$ cat config.mk
export PLATFORM = sky130hd
export DESIGN_NAME = cpm_top
export DESIGN_NICKNAME = d
export VERILOG_FILES = /design/src/rtl/cpm_pkg.sv /design/src/rtl/cpm_delay_mem.sv /design/src/rtl/cpm_top.sv
export SDC_FILE = /design/constraint.sdc
export NUM_CORES = 2
export LEC_CHECK = 0
export ABC_CLOCK_PERIOD_IN_PS = 10800
export BUFFER_PORTS_ARGS = -buffer_cell sky130_fd_sc_hd__buf_4
export CAP_MARGIN = 20
export CORE_MARGIN = 1
export CORE_UTILIZATION = 25
export DETAILED_ROUTE_END_ITERATION = 10
export GPL_ROUTABILITY_DRIVEN = 0
export HOLD_SLACK_MARGIN = 0.02
export PLACE_DENSITY = 0.46
export SETUP_SLACK_MARGIN = 0.1
export SLEW_MARGIN = 20
export SYNTH_ARGS = -nofsm -noshare
export SYNTH_HDL_FRONTEND = slang
export SYNTH_SLANG_ARGS = --single-unit
$ cat constraint.sdc
create_clock -name aclk -period 10.8 [get_ports aclk]
set_input_delay 0 -clock aclk [delete_from_list [all_inputs] [get_ports aclk]]
set_output_delay 0 -clock aclk [all_outputs]
set_load 0.05 [all_outputs]
$ cat src/rtl/cpm_pkg.sv
// Purpose: Shared constants for the call-progress monitor output block.
// Assumes: 40 MHz aclk, 8 kHz frame sync, 16-bit two's complement samples.
// Notes: Register indices are word indices; byte address is four times the index.
package cpm_pkg;
  localparam int unsigned CLK_HZ = 40_000_000;
  localparam int unsigned FRAME_HZ = 8_000;
  localparam int unsigned PWM_HZ = 32_000;
  localparam int unsigned PWM_PERIOD = CLK_HZ / PWM_HZ;
  localparam int unsigned PWM_CNT_W = 11;

  // Filter group delays in whole frames; 1.6 sample periods rounds up to 2
  localparam logic [3:0] GD_FIR_FRAMES = 4'hc;
  localparam logic [3:0] GD_IIR_FRAMES = 4'h2;

  localparam int unsigned SAMPLE_W = 16;
  localparam int unsigned ATT_W = 8;
  localparam int unsigned ATT_SHIFT = 8;

  // Register word indices
  localparam logic [5:0] IDX_CTRL1 = 6'h01;
  localparam logic [5:0] IDX_CTRL2 = 6'h02;
  localparam logic [5:0] IDX_STATUS = 6'h03;
  localparam logic [5:0] IDX_RX_ATT = 6'h14;
  localparam logic [5:0] IDX_TX_ATT = 6'h15;

  // Control 1 fields
  localparam int unsigned C1_IIR_SEL = 0;
  localparam int unsigned C1_TRISTATE = 1;
  localparam int unsigned C1_TONE_EN = 3;
  localparam int unsigned C1_MODE_LO = 4;
  localparam int unsigned C1_MODE_HI = 5;
  // Control 2 fields
  localparam int unsigned C2_INT_EN = 7;
  // Status fields
  localparam int unsigned ST_MON = 0;
  localparam int unsigned ST_TXOE = 1;
  localparam int unsigned ST_IIR = 2;

  localparam logic [7:0] CTRL_RESET = 8'h00;
  localparam logic [7:0] ATT_RESET = 8'h00;

  localparam logic [1:0] RESP_OKAY = 2'h0;
  localparam logic [1:0] RESP_SLVERR = 2'h2;

  typedef enum logic [1:0] {
    CPM_MODE_RZ_PWM,
    CPM_MODE_DSIGMA,
    CPM_MODE_BAL_PWM,
    CPM_MODE_RSVD
  } cpm_mode_t;
endpackage

$ cat src/rtl/cpm_delay_mem.sv
// Purpose: Ring memory holding past frame samples for group delay matching.
// Assumes: One write per frame at most; a read on every clock.
// Notes: Read data come from a register, one cycle after the address.
module cpm_delay_mem #(
  parameter int unsigned WIDTH = 32,
  parameter int unsigned DEPTH = 16,
  parameter int unsigned AW = 4
) (
  input wire logic aclk, // Clock
  input wire logic wr_en, // Write strobe
  input wire logic [AW-1:0] wr_addr, // Write address
  input wire logic [WIDTH-1:0] wr_data, // Write data
  input wire logic [AW-1:0] rd_addr, // Read address
  output logic [WIDTH-1:0] rd_data // Registered read data
);
  logic [WIDTH-1:0] mem [DEPTH];

  always_ff @(posedge aclk) begin
    if (wr_en) begin
      mem[wr_addr] <= wr_data;
    end
    rd_data <= mem[rd_addr];
  end
endmodule

$ cat src/rtl/cpm_top.sv
// Purpose: Call-progress monitor output with AXI4-Lite control registers.
// Assumes: Inputs synchronous to aclk; frame_sync rises once per frame.
// Notes: Line samples pass unchanged; only the monitor path is attenuated.
// Contract
// - Transmit data output releases at a bit clock falling edge when tri-state chosen.
// - FIR option: 8 kHz rate, 12 sample group delay matched.
// - IIR option: about 1.6 sample group delay matched.
// - Receive and transmit monitor contributions scale linearly by their attenuation registers.
// - Attenuation of zero mutes that path on the monitor output.
// - Attenuation never alters samples sent to or received from the line.
// - Mode field bits 5:4 select delta-sigma, 32 kHz RZ or balanced PWM.
module cpm_top (
  input wire logic aclk, // Clock, 40 MHz
  input wire logic aresetn, // Synchronous reset, active low
  input wire logic [7:0] s_axi_awaddr, // Write address
  input wire logic s_axi_awvalid, // Write address valid
  output logic s_axi_awready, // Write address ready
  input wire logic [31:0] s_axi_wdata, // Write data
  input wire logic [3:0] s_axi_wstrb, // Write strobes
  input wire logic s_axi_wvalid, // Write data valid
  output logic s_axi_wready, // Write data ready
  output logic [1:0] s_axi_bresp, // Write response
  output logic s_axi_bvalid, // Write response valid
  input wire logic s_axi_bready, // Write response ready
  input wire logic [7:0] s_axi_araddr, // Read address
  input wire logic s_axi_arvalid, // Read address valid
  output logic s_axi_arready, // Read address ready
  output logic [31:0] s_axi_rdata, // Read data
  output logic [1:0] s_axi_rresp, // Read response
  output logic s_axi_rvalid, // Read data valid
  input wire logic s_axi_rready, // Read data ready
  input wire logic frame_sync, // 8 kHz frame sync
  input wire logic bit_clock, // Bit clock, sampled
  input wire logic [15:0] rx_sample, // Sample received from the line
  input wire logic [15:0] tx_sample, // Sample to transmit to the line
  output logic [15:0] rx_line_out, // Received sample, unchanged
  output logic [15:0] tx_line_out, // Transmit sample, unchanged
  output logic transmit_data_out, // Serial transmit data
  output logic transmit_data_oe, // Transmit data output enable
  output logic monitor_analog_out // Pulse-modulated monitor output
);
  localparam int unsigned SW = cpm_pkg::SAMPLE_W;

  // Register file and bus state
  logic aw_have_q, aw_have_d, w_have_q, w_have_d;
  logic [7:0] awaddr_q, awaddr_d;
  logic [31:0] wdata_q, wdata_d;
  logic wstrb0_q, wstrb0_d;
  logic awready_d, wready_d, bvalid_d, arready_d, rvalid_d;
  logic [1:0] bresp_d, rresp_d;
  logic [31:0] rdata_d;
  logic [7:0] ctrl1_q, ctrl1_d, ctrl2_q, ctrl2_d, rx_att_q, rx_att_d, tx_att_q, tx_att_d;

  // Datapath state
  logic fs_prev_q, bclk_prev_q, tick_d1_q;
  logic [3:0] wptr_q, wptr_d, rd_addr;
  logic [31:0] mem_rd;
  logic signed [SW-1:0] mix_q, mix_d;
  logic [cpm_pkg::PWM_CNT_W-1:0] duty_q, duty_d, pcnt_q, pcnt_d;
  logic [SW:0] acc_q, acc_d;
  logic mon_q, mon_d;
  logic [15:0] rxl_q, rxl_d, txl_q, txl_d, sh_q, sh_d;
  logic [4:0] bits_q, bits_d;
  logic tdo_q, tdo_d, toe_q, toe_d;

  logic frame_tick, bclk_rise, bclk_fall, mon_active;
  cpm_pkg::cpm_mode_t mode;

  function automatic logic signed [SW:0] scale(input logic signed [SW-1:0] s,
                                               input logic [7:0] att);
    logic signed [SW+8:0] p;
    p = s * $signed({1'b0, att});
    return p[SW+8:cpm_pkg::ATT_SHIFT];
  endfunction

  function automatic logic [31:0] read_reg(input logic [5:0] idx, input logic [7:0] c1,
                                           input logic [7:0] c2, input logic [7:0] ra,
                                           input logic [7:0] ta, input logic [7:0] st);
    case (idx)
      cpm_pkg::IDX_CTRL1: read_reg = {24'h000000, c1};
      cpm_pkg::IDX_CTRL2: read_reg = {24'h000000, c2};
      cpm_pkg::IDX_STATUS: read_reg = {24'h000000, st};
      cpm_pkg::IDX_RX_ATT: read_reg = {24'h000000, ra};
      cpm_pkg::IDX_TX_ATT: read_reg = {24'h000000, ta};
      default: read_reg = 32'h00000000;
    endcase
  endfunction

  function automatic logic idx_ok(input logic [5:0] idx);
    return idx == cpm_pkg::IDX_CTRL1 || idx == cpm_pkg::IDX_CTRL2 ||
           idx == cpm_pkg::IDX_STATUS || idx == cpm_pkg::IDX_RX_ATT ||
           idx == cpm_pkg::IDX_TX_ATT;
  endfunction

  assign mode = cpm_pkg::cpm_mode_t'(ctrl1_q[cpm_pkg::C1_MODE_HI:cpm_pkg::C1_MODE_LO]);
  assign mon_active = ctrl1_q[cpm_pkg::C1_TONE_EN] && !ctrl2_q[cpm_pkg::C2_INT_EN];
  assign frame_tick = frame_sync && !fs_prev_q;
  assign bclk_rise = bit_clock && !bclk_prev_q;
  assign bclk_fall = !bit_clock && bclk_prev_q;

  always_comb begin
    logic [7:0] st;
    st = {5'h00, ctrl1_q[cpm_pkg::C1_IIR_SEL], toe_q, mon_q};
    aw_have_d = aw_have_q;
    w_have_d = w_have_q;
    awaddr_d = awaddr_q;
    wdata_d = wdata_q;
    wstrb0_d = wstrb0_q;
    bvalid_d = s_axi_bvalid;
    bresp_d = s_axi_bresp;
    rvalid_d = s_axi_rvalid;
    rresp_d = s_axi_rresp;
    rdata_d = s_axi_rdata;
    ctrl1_d = ctrl1_q;
    ctrl2_d = ctrl2_q;
    rx_att_d = rx_att_q;
    tx_att_d = tx_att_q;
    if (s_axi_awvalid && s_axi_awready) begin
      aw_have_d = 1'b1;
      awaddr_d = s_axi_awaddr;
    end
    if (s_axi_wvalid && s_axi_wready) begin
      w_have_d = 1'b1;
      wdata_d = s_axi_wdata;
      wstrb0_d = s_axi_wstrb[0];
    end
    if (s_axi_bvalid && s_axi_bready) begin
      bvalid_d = 1'b0;
    end
    if (aw_have_q && w_have_q && !s_axi_bvalid) begin
      aw_have_d = 1'b0;
      w_have_d = 1'b0;
      bvalid_d = 1'b1;
      bresp_d = idx_ok(awaddr_q[7:2]) ? cpm_pkg::RESP_OKAY : cpm_pkg::RESP_SLVERR;
      if (wstrb0_q) begin
        case (awaddr_q[7:2])
          cpm_pkg::IDX_CTRL1: ctrl1_d = wdata_q[7:0];
          cpm_pkg::IDX_CTRL2: ctrl2_d = wdata_q[7:0];
          cpm_pkg::IDX_RX_ATT: rx_att_d = wdata_q[7:0];
          cpm_pkg::IDX_TX_ATT: tx_att_d = wdata_q[7:0];
          default: ;
        endcase
      end
    end
    if (s_axi_rvalid && s_axi_rready) begin
      rvalid_d = 1'b0;
    end
    if (s_axi_arvalid && s_axi_arready) begin
      rvalid_d = 1'b1;
      rdata_d = read_reg(s_axi_araddr[7:2], ctrl1_q, ctrl2_q, rx_att_q, tx_att_q, st);
      rresp_d = idx_ok(s_axi_araddr[7:2]) ? cpm_pkg::RESP_OKAY : cpm_pkg::RESP_SLVERR;
    end
    awready_d = !aw_have_d;
    wready_d = !w_have_d;
    arready_d = !rvalid_d;
  end

  always_ff @(posedge aclk) begin
    if (!aresetn) begin
      aw_have_q <= 1'b0;
      w_have_q <= 1'b0;
      awaddr_q <= 8'h00;
      wdata_q <= 32'h00000000;
      wstrb0_q <= 1'b0;
      s_axi_awready <= 1'b0;
      s_axi_wready <= 1'b0;
      s_axi_bvalid <= 1'b0;
      s_axi_bresp <= cpm_pkg::RESP_OKAY;
      s_axi_arready <= 1'b0;
      s_axi_rvalid <= 1'b0;
      s_axi_rresp <= cpm_pkg::RESP_OKAY;
      s_axi_rdata <= 32'h00000000;
      ctrl1_q <= cpm_pkg::CTRL_RESET;
      ctrl2_q <= cpm_pkg::CTRL_RESET;
      rx_att_q <= cpm_pkg::ATT_RESET;
      tx_att_q <= cpm_pkg::ATT_RESET;
    end else begin
      aw_have_q <= aw_have_d;
      w_have_q <= w_have_d;
      awaddr_q <= awaddr_d;
      wdata_q <= wdata_d;
      wstrb0_q <= wstrb0_d;
      s_axi_awready <= awready_d;
      s_axi_wready <= wready_d;
      s_axi_bvalid <= bvalid_d;
      s_axi_bresp <= bresp_d;
      s_axi_arready <= arready_d;
      s_axi_rvalid <= rvalid_d;
      s_axi_rresp <= rresp_d;
      s_axi_rdata <= rdata_d;
      ctrl1_q <= ctrl1_d;
      ctrl2_q <= ctrl2_d;
      rx_att_q <= rx_att_d;
      tx_att_q <= tx_att_d;
    end
  end

  // Monitor samples are delayed to line up with the selected voice filter
  assign rd_addr = wptr_q - (ctrl1_q[cpm_pkg::C1_IIR_SEL] ?
                             cpm_pkg::GD_IIR_FRAMES : cpm_pkg::GD_FIR_FRAMES);

  cpm_delay_mem #(.WIDTH(32), .DEPTH(16), .AW(4)) u_mem (
    .aclk(aclk),
    .wr_en(frame_tick),
    .wr_addr(wptr_q),
    .wr_data({rx_sample, tx_sample}),
    .rd_addr(rd_addr),
    .rd_data(mem_rd)
  );

  always_comb begin
    logic signed [SW+1:0] sum;
    logic [SW-1:0] u;
    logic [SW+cpm_pkg::PWM_CNT_W-1:0] prod;
    logic [cpm_pkg::PWM_CNT_W-1:0] half;
    sum = scale(mem_rd[31:16], rx_att_q) + scale(mem_rd[15:0], tx_att_q);
    u = {~mix_q[SW-1], mix_q[SW-2:0]};
    prod = u * cpm_pkg::PWM_PERIOD[cpm_pkg::PWM_CNT_W-1:0];
    half = duty_q >> 1;
    wptr_d = frame_tick ? wptr_q + 4'h1 : wptr_q;
    mix_d = mix_q;
    if (tick_d1_q) begin
      // Linear scaling; zero attenuation gives a zero product
      if (sum > $signed(18'h07fff)) begin
        mix_d = 16'sh7fff;
      end else if (sum < $signed(18'h38000)) begin
        mix_d = -16'sh8000;
      end else begin
        mix_d = sum[SW-1:0];
      end
    end
    duty_d = prod[SW+cpm_pkg::PWM_CNT_W-1:SW];
    pcnt_d = (pcnt_q == cpm_pkg::PWM_PERIOD[cpm_pkg::PWM_CNT_W-1:0] - 11'h001) ?
             11'h000 : pcnt_q + 11'h001;
    acc_d = 17'h00000;
    if (mon_active && mode == cpm_pkg::CPM_MODE_DSIGMA) begin
      // Integrator runs only in its own format, so no stale or unknown state carries over
      acc_d = {1'b0, acc_q[SW-1:0]} + {1'b0, u};
    end
    mon_d = 1'b0;
    if (mon_active) begin
      case (mode)
        cpm_pkg::CPM_MODE_RZ_PWM: mon_d = pcnt_q < duty_q;
        cpm_pkg::CPM_MODE_DSIGMA: mon_d = acc_q[SW];
        cpm_pkg::CPM_MODE_BAL_PWM: mon_d = pcnt_q < half ||
          pcnt_q >= cpm_pkg::PWM_PERIOD[cpm_pkg::PWM_CNT_W-1:0] - (duty_q - half);
        default: mon_d = 1'b0;
      endcase
    end
    // Line samples bypass the attenuators entirely
    rxl_d = frame_tick ? rx_sample : rxl_q;
    txl_d = frame_tick ? tx_sample : txl_q;
    sh_d = sh_q;
    bits_d = bits_q;
    tdo_d = tdo_q;
    toe_d = toe_q;
    if (frame_tick) begin
      sh_d = tx_sample;
      bits_d = 5'(cpm_pkg::SAMPLE_W);
      toe_d = 1'b1;
    end else if (bclk_rise && bits_q != 5'h00) begin
      tdo_d = sh_q[SW-1];
      sh_d = {sh_q[SW-2:0], 1'b0};
      bits_d = bits_q - 5'h01;
    end else if (bclk_fall && bits_q == 5'h00 && ctrl1_q[cpm_pkg::C1_TRISTATE]) begin
      toe_d = 1'b0;
    end
  end

  always_ff @(posedge aclk) begin
    if (!aresetn) begin
      fs_prev_q <= 1'b0;
      bclk_prev_q <= 1'b0;
      tick_d1_q <= 1'b0;
      wptr_q <= 4'h0;
      mix_q <= 16'sh0000;
      duty_q <= 11'h000;
      pcnt_q <= 11'h000;
      acc_q <= 17'h00000;
      mon_q <= 1'b0;
      rxl_q <= 16'h0000;
      txl_q <= 16'h0000;
      sh_q <= 16'h0000;
      bits_q <= 5'h00;
      tdo_q <= 1'b0;
      toe_q <= 1'b0;
    end else begin
      fs_prev_q <= frame_sync;
      bclk_prev_q <= bit_clock;
      tick_d1_q <= frame_tick;
      wptr_q <= wptr_d;
      mix_q <= mix_d;
      duty_q <= duty_d;
      pcnt_q <= pcnt_d;
      acc_q <= acc_d;
      mon_q <= mon_d;
      rxl_q <= rxl_d;
      txl_q <= txl_d;
      sh_q <= sh_d;
      bits_q <= bits_d;
      tdo_q <= tdo_d;
      toe_q <= toe_d;
    end
  end

  assign rx_line_out = rxl_q;
  assign tx_line_out = txl_q;
  assign transmit_data_out = tdo_q;
  assign transmit_data_oe = toe_q;
  assign monitor_analog_out = mon_q;
endmodule

Yosys cells after proc, flatten, opt, wreduce, memory -nomap -nowiden:

Memory sizes are Yosys's and may differ from the RTL's. A register that Yosys moved wholly into a read port is not among the register bits.
Index checks and enable logic that the tools add are counted.

* shift-type cells: 0
* divide/modulo/power cells: 0
* $add $sub $neg: 8
* multipliers: 3
* reductions and logical operators: 48
* equality and inequality tests: 14
* $lt $le $gt $ge: 5
* multiplexer cells: 24
* bitwise operators: 3

Operator list (count)
* $mux W16: 4
* $mul A16 B9 Y25: 2
* $pmux W8 S5: 1
* $mul A16 B10 Y26 const B: 1
* $eq A6 B2 Y1 const B: 4
* $eq A6 B5 Y1 const B: 4
* $add A17 B17 Y18: 1
* $gt A18 B16 Y1 const B: 1
* $lt A18 B16 Y1 const B: 1
* $add A16 B16 Y17: 1
* $logic_and A1 B1 Y1: 15
* $mux W1: 13
* $eq A6 B1 Y1 const B: 2
* $reduce_and A3 Y1: 4
* $add A11 B1 Y11 const B: 1
* $eq A11 B11 Y1 const B: 1
* $ge A11 B11 Y1: 1
* $lt A11 B10 Y1: 1
* $lt A11 B11 Y1: 1
* $sub A11 B10 Y11: 1
* $sub A11 B11 Y11 const A: 1
* $mux W5: 2
* $logic_or A1 B1 Y1: 9
* $logic_not A1 Y1: 8
* 16 further kinds: 25

* memory bits (read-only): 0
* word-level logic and storage cells: 139
* bits of input ports: 93
* output and inout bits: 76
* latch bits: 0
* flip-flop bits (word level): 210
* RAM bits: 512
* memories: 1

Memory list
* u_mem.mem: depth 16, width 32, rd ports 1, clocked after Yosys merged registers in 1, write ports 1, line cpm_delay_mem.sv:16 `logic [WIDTH-1:0] mem [DEPTH];`

Logic depth before layout (Yosys ltp):

* depth in word-level cells: 7
* mapped depth: 31
* gate-level depth less buffers: 28

By module:

Synthesis repeated with hierarchy kept, for this count alone.

* cells, all modules: 3124
* area, all modules: 39979.6 µm²

Modules (own cells, without submodules)
* cpm_top: times used 1, cells each 2286, area an instance 20144.3 µm²
* cpm_delay_mem: times used 1, cells each 838, area an instance 19835.3 µm²

Least setup slack after synthesis:

Ideal clock, no wire load.

* path kind: flip-flop to flip-flop
* start point: reg rx_att_q[2]
* end point: reg mix_q[10]
* data required time: 10678 ps
* setup time: 122 ps
* setup slack: 4051 ps
* stages on the path, launching flop included: 29
* arrival time: 6627 ps
* buffers on the path: 3
* path through: dfxtp_1 -> clkbuf_1 -> clkbuf_1 -> nand2_1 -> fa_1 -> inv_1 -> fa_1 -> inv_1 -> fa_1 -> inv_1 -> fa_1 -> ha_1 -> or3_1 -> o211ai_1 -> a2111oi_2 -> o31ai_1 -> nand2b_1 -> xor2_1 -> ha_1 -> a2111oi_4 -> nand2_2 -> a21oi_2 -> a21boi_1 -> o22a_4 -> o21a_1 -> o211ai_2 -> nor2_2 -> buf_6 -> a221o_1

* longest elaborated chain between the ends: 5
* elaborated cells between the ends (all ways): 6
* those cells by class: add/sub (1); mul (1); order compare (2); mux (2)

Ends and longest elaborated chain
* start: declaration: line cpm_top.sv:52 `logic [7:0] ctrl1_q, ctrl1_d, ctrl2_q, ctrl2_d, rx_att_q, rx_att_d, tx_att_q, tx_att_d;`
* start signal: assignment: line cpm_top.sv:175 `rx_att_q <= cpm_pkg::ATT_RESET;`
* start signal: assignment: line cpm_top.sv:193 `rx_att_q <= rx_att_d;`
* $mul A16 B9 Y25 (*): line cpm_top.sv:72 `p = s * $signed({1'b0, att});`
* $add A17 B17 Y18 (*): line cpm_top.sv:216 `sum = scale(mem_rd[31:16], rx_att_q) + scale(mem_rd[15:0], tx_att_q);`
* $lt A18 B16 Y1: line cpm_top.sv:226 `end else if (sum < $signed(18'h38000)) begin`
* $mux W16: line cpm_top.sv:226
* $mux W16 (*): line cpm_top.sv:224 `if (sum > $signed(18'h07fff)) begin`
* end signal: assignment: line cpm_top.sv:292 `mix_q <= mix_d;`
* end: declaration: line cpm_top.sv:58 `logic signed [SW-1:0] mix_q, mix_d;`

Mark *: on every way between the ends. The rest lies on a longest branch, timed or not.
A chain may end at the register's enable or synchronous reset.

Worst setup path after layout:

* start point: reg tx_att_q[2]
* end point: reg mix_q[14]

* longest elaborated chain between the ends: 5
* elaborated cells between the ends (all ways): 6
* those cells by class: add/sub (1); mul (1); order compare (2); mux (2)

Ends and longest elaborated chain
* start: declaration: line cpm_top.sv:52
* start signal: assignment: line cpm_top.sv:176 `tx_att_q <= cpm_pkg::ATT_RESET;`
* start signal: assignment: line cpm_top.sv:194 `tx_att_q <= tx_att_d;`
* $mul A16 B9 Y25 (*): line cpm_top.sv:72
* $add A17 B17 Y18 (*): line cpm_top.sv:216
* $lt A18 B16 Y1: line cpm_top.sv:226
* $mux W16: line cpm_top.sv:226
* $mux W16 (*): line cpm_top.sv:224

Marked as above.

==> flow_summary.ini <==
[routing]
ant_nets = 0
wirelength_um = 97500
post_drt_wl_per_cell_um = 18.0
drt_iter0_drc = 1194
viasPerCell = 4.38
drtPass1Iterations = 5
drc = 0
vias = 23800

[cts]
ctsHoldBuffers = 100
cts.reportedPaths.clkPinSlew_ns = 0.06
post_cts_resized = 0
cts-root-buf = clkbuf_16
tritoncts = built
htreeDepth = 3
clk_latency_ns = 0.68
cts_buffer_depth = 3
post-cts-setup-buffer-count = 0
clock-sinks = 726
cts_buffers = 82

[placement]
port_buffers = 111
pre_cts_slack_ns = 3.03
dp_hpwl_um = 61800
postPlaceCellArea_um2 = 43300

[power_and_ir_drop]
vdd_ir_drop_max_uv = 113
p_leak_uw = 0.0189
clkPwrFrac_pct = 44.4
power_uw = 6510
internal_power_uw = 4960
seqPwrFrac_pct = 47.6
combPwrFrac_pct = 8.1
p_switching_uw = 1550
p_per_area_nw_per_um2 = 138
swShare_pct = 23.8

[floorplan]
row_count = 146
io_pins = 169
dieArea_um2 = 161000
die_y_um = 402
die_x_um = 402
coreArea_um2 = 159000
initial_core_util_pct = 25.2

[hold_path]
hp-class = in -> reg
min_to = s_axi_bvalid$_SDFFE_PN0P_
hold-path-cell-count = 4
hp-start = s_axi_bready

[logic_synthesis]
async_reset_ff_share_pct = 0
ys_seq_elements = 726
yosysWarnings = 0
syn_inst = 3057
synth.most_common_cell = edfxtp_1
ys_types = 82
ys_seq_area_share_pct = 49.2
netlist_area_um2 = 39900
avgSynthCellArea_um2 = 13.1
synth_edf_count = 512
yosysTopAreaCellShare_pct = 38.5
ys.flop_type = edfxtp_1
synth_top_area_cell = edfxtp_1
synthTopCellsByCount = edfxtp_1 (512), inv_1 (360), nand2_1 (323)
yosys-top-cells-area = edfxtp_1 (38%), fa_1 (12%), dfxtp_1 (11%), mux4_2 (9.0%), ha_1 (7.9%)

[setup_path]
critPathMaxFanout = 18
crit_required_ns = 11.42
path_class = reg -> reg
rr_worst_depth = 28
cp-start-kind = flip-flop
slowest_delay_ns = 0.77
r2r_start = tx_att_q[2]$_SDFFE_PN0P_
cp-end-kind = flip-flop
arrival_ns = 8.25
reg2reg_to = mix_q[14]$_SDFFE_PN0P_
cp_slowest_cell = dfxtp_1
r2r_slack_ns = 3.17

[layout]
syn_to_final_growth_pct = 18.0
post-route-util_pct = 29.7
drive_gt1_share_pct = 14.7
final_area_um2 = 47100
fin_nets = 3870

[flow_run]
max_cap_viol_count = 0

[sta]
min_period_ns = 7.63
fmax_mhz = 131
period_share_pct = 70.7
setup_viol = 0
fin_ws_ns = 3.17
clock_skew_ns = 0.0355
maxSlewHeadroom_pct = 29.7
hold_viol_final = 0
fin_setup_tns_ns = 0
slew_viol_final = 0
rsz0062_at_grt = no
worstMarginPinSlew_ns = 1.05

[global_route]
overflow = 0
grt_pass1_vias = 24800
grt_max_degree = 68
grt_pass1_wl_um = 152000
grt_usage_pct = 12.2
antenna_found_initial = 9

[status]
status = complete, no violations
==> power by group through the flow <==
stage / registers [uW] / clock network, uW / logic [uW]
floorplan: 3160 / 0 / 324
global route: 3110 / 3080 / 579
detailed placement: 3160 / 0 / 507
finish: 3100 / 2890 / 524
CTS: 3100 / 2980 / 537
global placement: 3160 / 0 / 506
==> worst max path at each step <==
stage                                        start  slack (ns)  cells past startpoint                endpoint
after floorplan           rx_att_q[2]$_SDFFE_PN0P_        4.05                     28  mix_q[10]$_SDFFE_PN0P_
after global placement    tx_att_q[1]$_SDFFE_PN0P_        3.06                     28  mix_q[14]$_SDFFE_PN0P_
after detailed placement  tx_att_q[1]$_SDFFE_PN0P_        3.03                     28  mix_q[14]$_SDFFE_PN0P_
after CTS                 tx_att_q[1]$_SDFFE_PN0P_        2.98                     28  mix_q[14]$_SDFFE_PN0P_
after global routing      rx_att_q[4]$_SDFFE_PN0P_        2.45                     26   mix_q[9]$_SDFFE_PN0P_
final                     tx_att_q[2]$_SDFFE_PN0P_        3.17                     28  mix_q[14]$_SDFFE_PN0P_
==> worst max-delay path: cells and delay by family (launching register included) <==
family,cells,cell delay (ns)
xor+xnor,1,0.13
flops,1,0.77
mux,1,0.22
buf+inv,3,0.14
simple gates,5,1.20
compound gates,12,2.61
fa+ha+maj,6,2.51
==> area by class of cell <==
cell class                 count  area (um2)
timing repair buffer         246        2100
antenna                        2        5.00
clock buffer                 112        2260
tap                         2072        2590
clock inverter                40         559
fill                       16000      111000
sequential                   726       19700
multi-input combinational   1869       18600
inverter                     361        1360
==> routing by layer <==
metal | track usage [%] | part of all wire (%) | vias up
li1 | - | - | 11100
met1 | 15.9 | 45 | 12200
met2 | 21.1 | 50 | 313
met3 | 1.76 | 3.2 | 121
met4 | 3.25 | 2.0 | 6
met5 | 0 | 0.039 | -
==> state kept, by name, summed over array words and instances, names as in the netlist, 4 cells and up <==
register and flops:
rx_att_q 8, wdata_q 8, mix_q 16, tx_att_q 8
ctrl1_q 8, wptr_q 4, u_mem.mem 512, acc_q 17
sh_q 16, rx_line_out 16, ctrl2_q 8, awaddr_q 6
tx_line_out 16, pcnt_q 11, u_mem.rd_data 32, bits_q 5
s_axi_rdata 8, duty_q 11
==> kinds of logic (layout without fill, tap and decap cells) <==
kind of cell	Yosys count	after routing	share of synthesized area, %
buf+inv	487	759	4.85
fa+ha+maj	491	491	19.9
xor+xnor	89	89	1.95
other cells	1	28	0.00939
flops	726	726	49.2
mux	203	203	10.2
compound gates	331	331	5.42
simple gates	729	729	8.51
==> per-stage QoR <==
| step | instances | hold WS, ns |
|---|---|---|
| 4_1_cts | 5426 | 0.0704 |
| 2_1_floorplan | 3082 | 0.0989 |
| 5_1_grt | 5427 | 0.116 |
| 3_5_place_dp | 5174 | 0.236 |
| 3_3_place_gp | 5174 | 0.222 |
| 6_report | 5428 | 0.136 |
==> placed cells by master, fill, tap and decap left out, types with 9 or more instances in the layout <==
cell and instances:
mux4_2 160, mux2_2 17, clkbuf_16 83, a21o_1 20, nand4_1 13, nor3_1 21, nor2_4 12, nand3_1 21
nand2_1 323, edfxtp_1 512, ha_1 250, xnor2_1 54, o21a_1 12, fa_1 239, clkinv_2 9, xor2_1 34
a22oi_1 14, inv_1 360, nor2b_1 14, buf_4 145, clkbuf_1 22, and2_1 136, a21oi_1 144, mux2i_1 26
o21ai_0 40, dfxtp_1 213, bufinv_16 9, nor2_1 118, and3_1 17, dlygate4sd3_1 100, nand2b_1 16, a221o_1 9
conb_1 26
(Power assumes the default switching activity.)
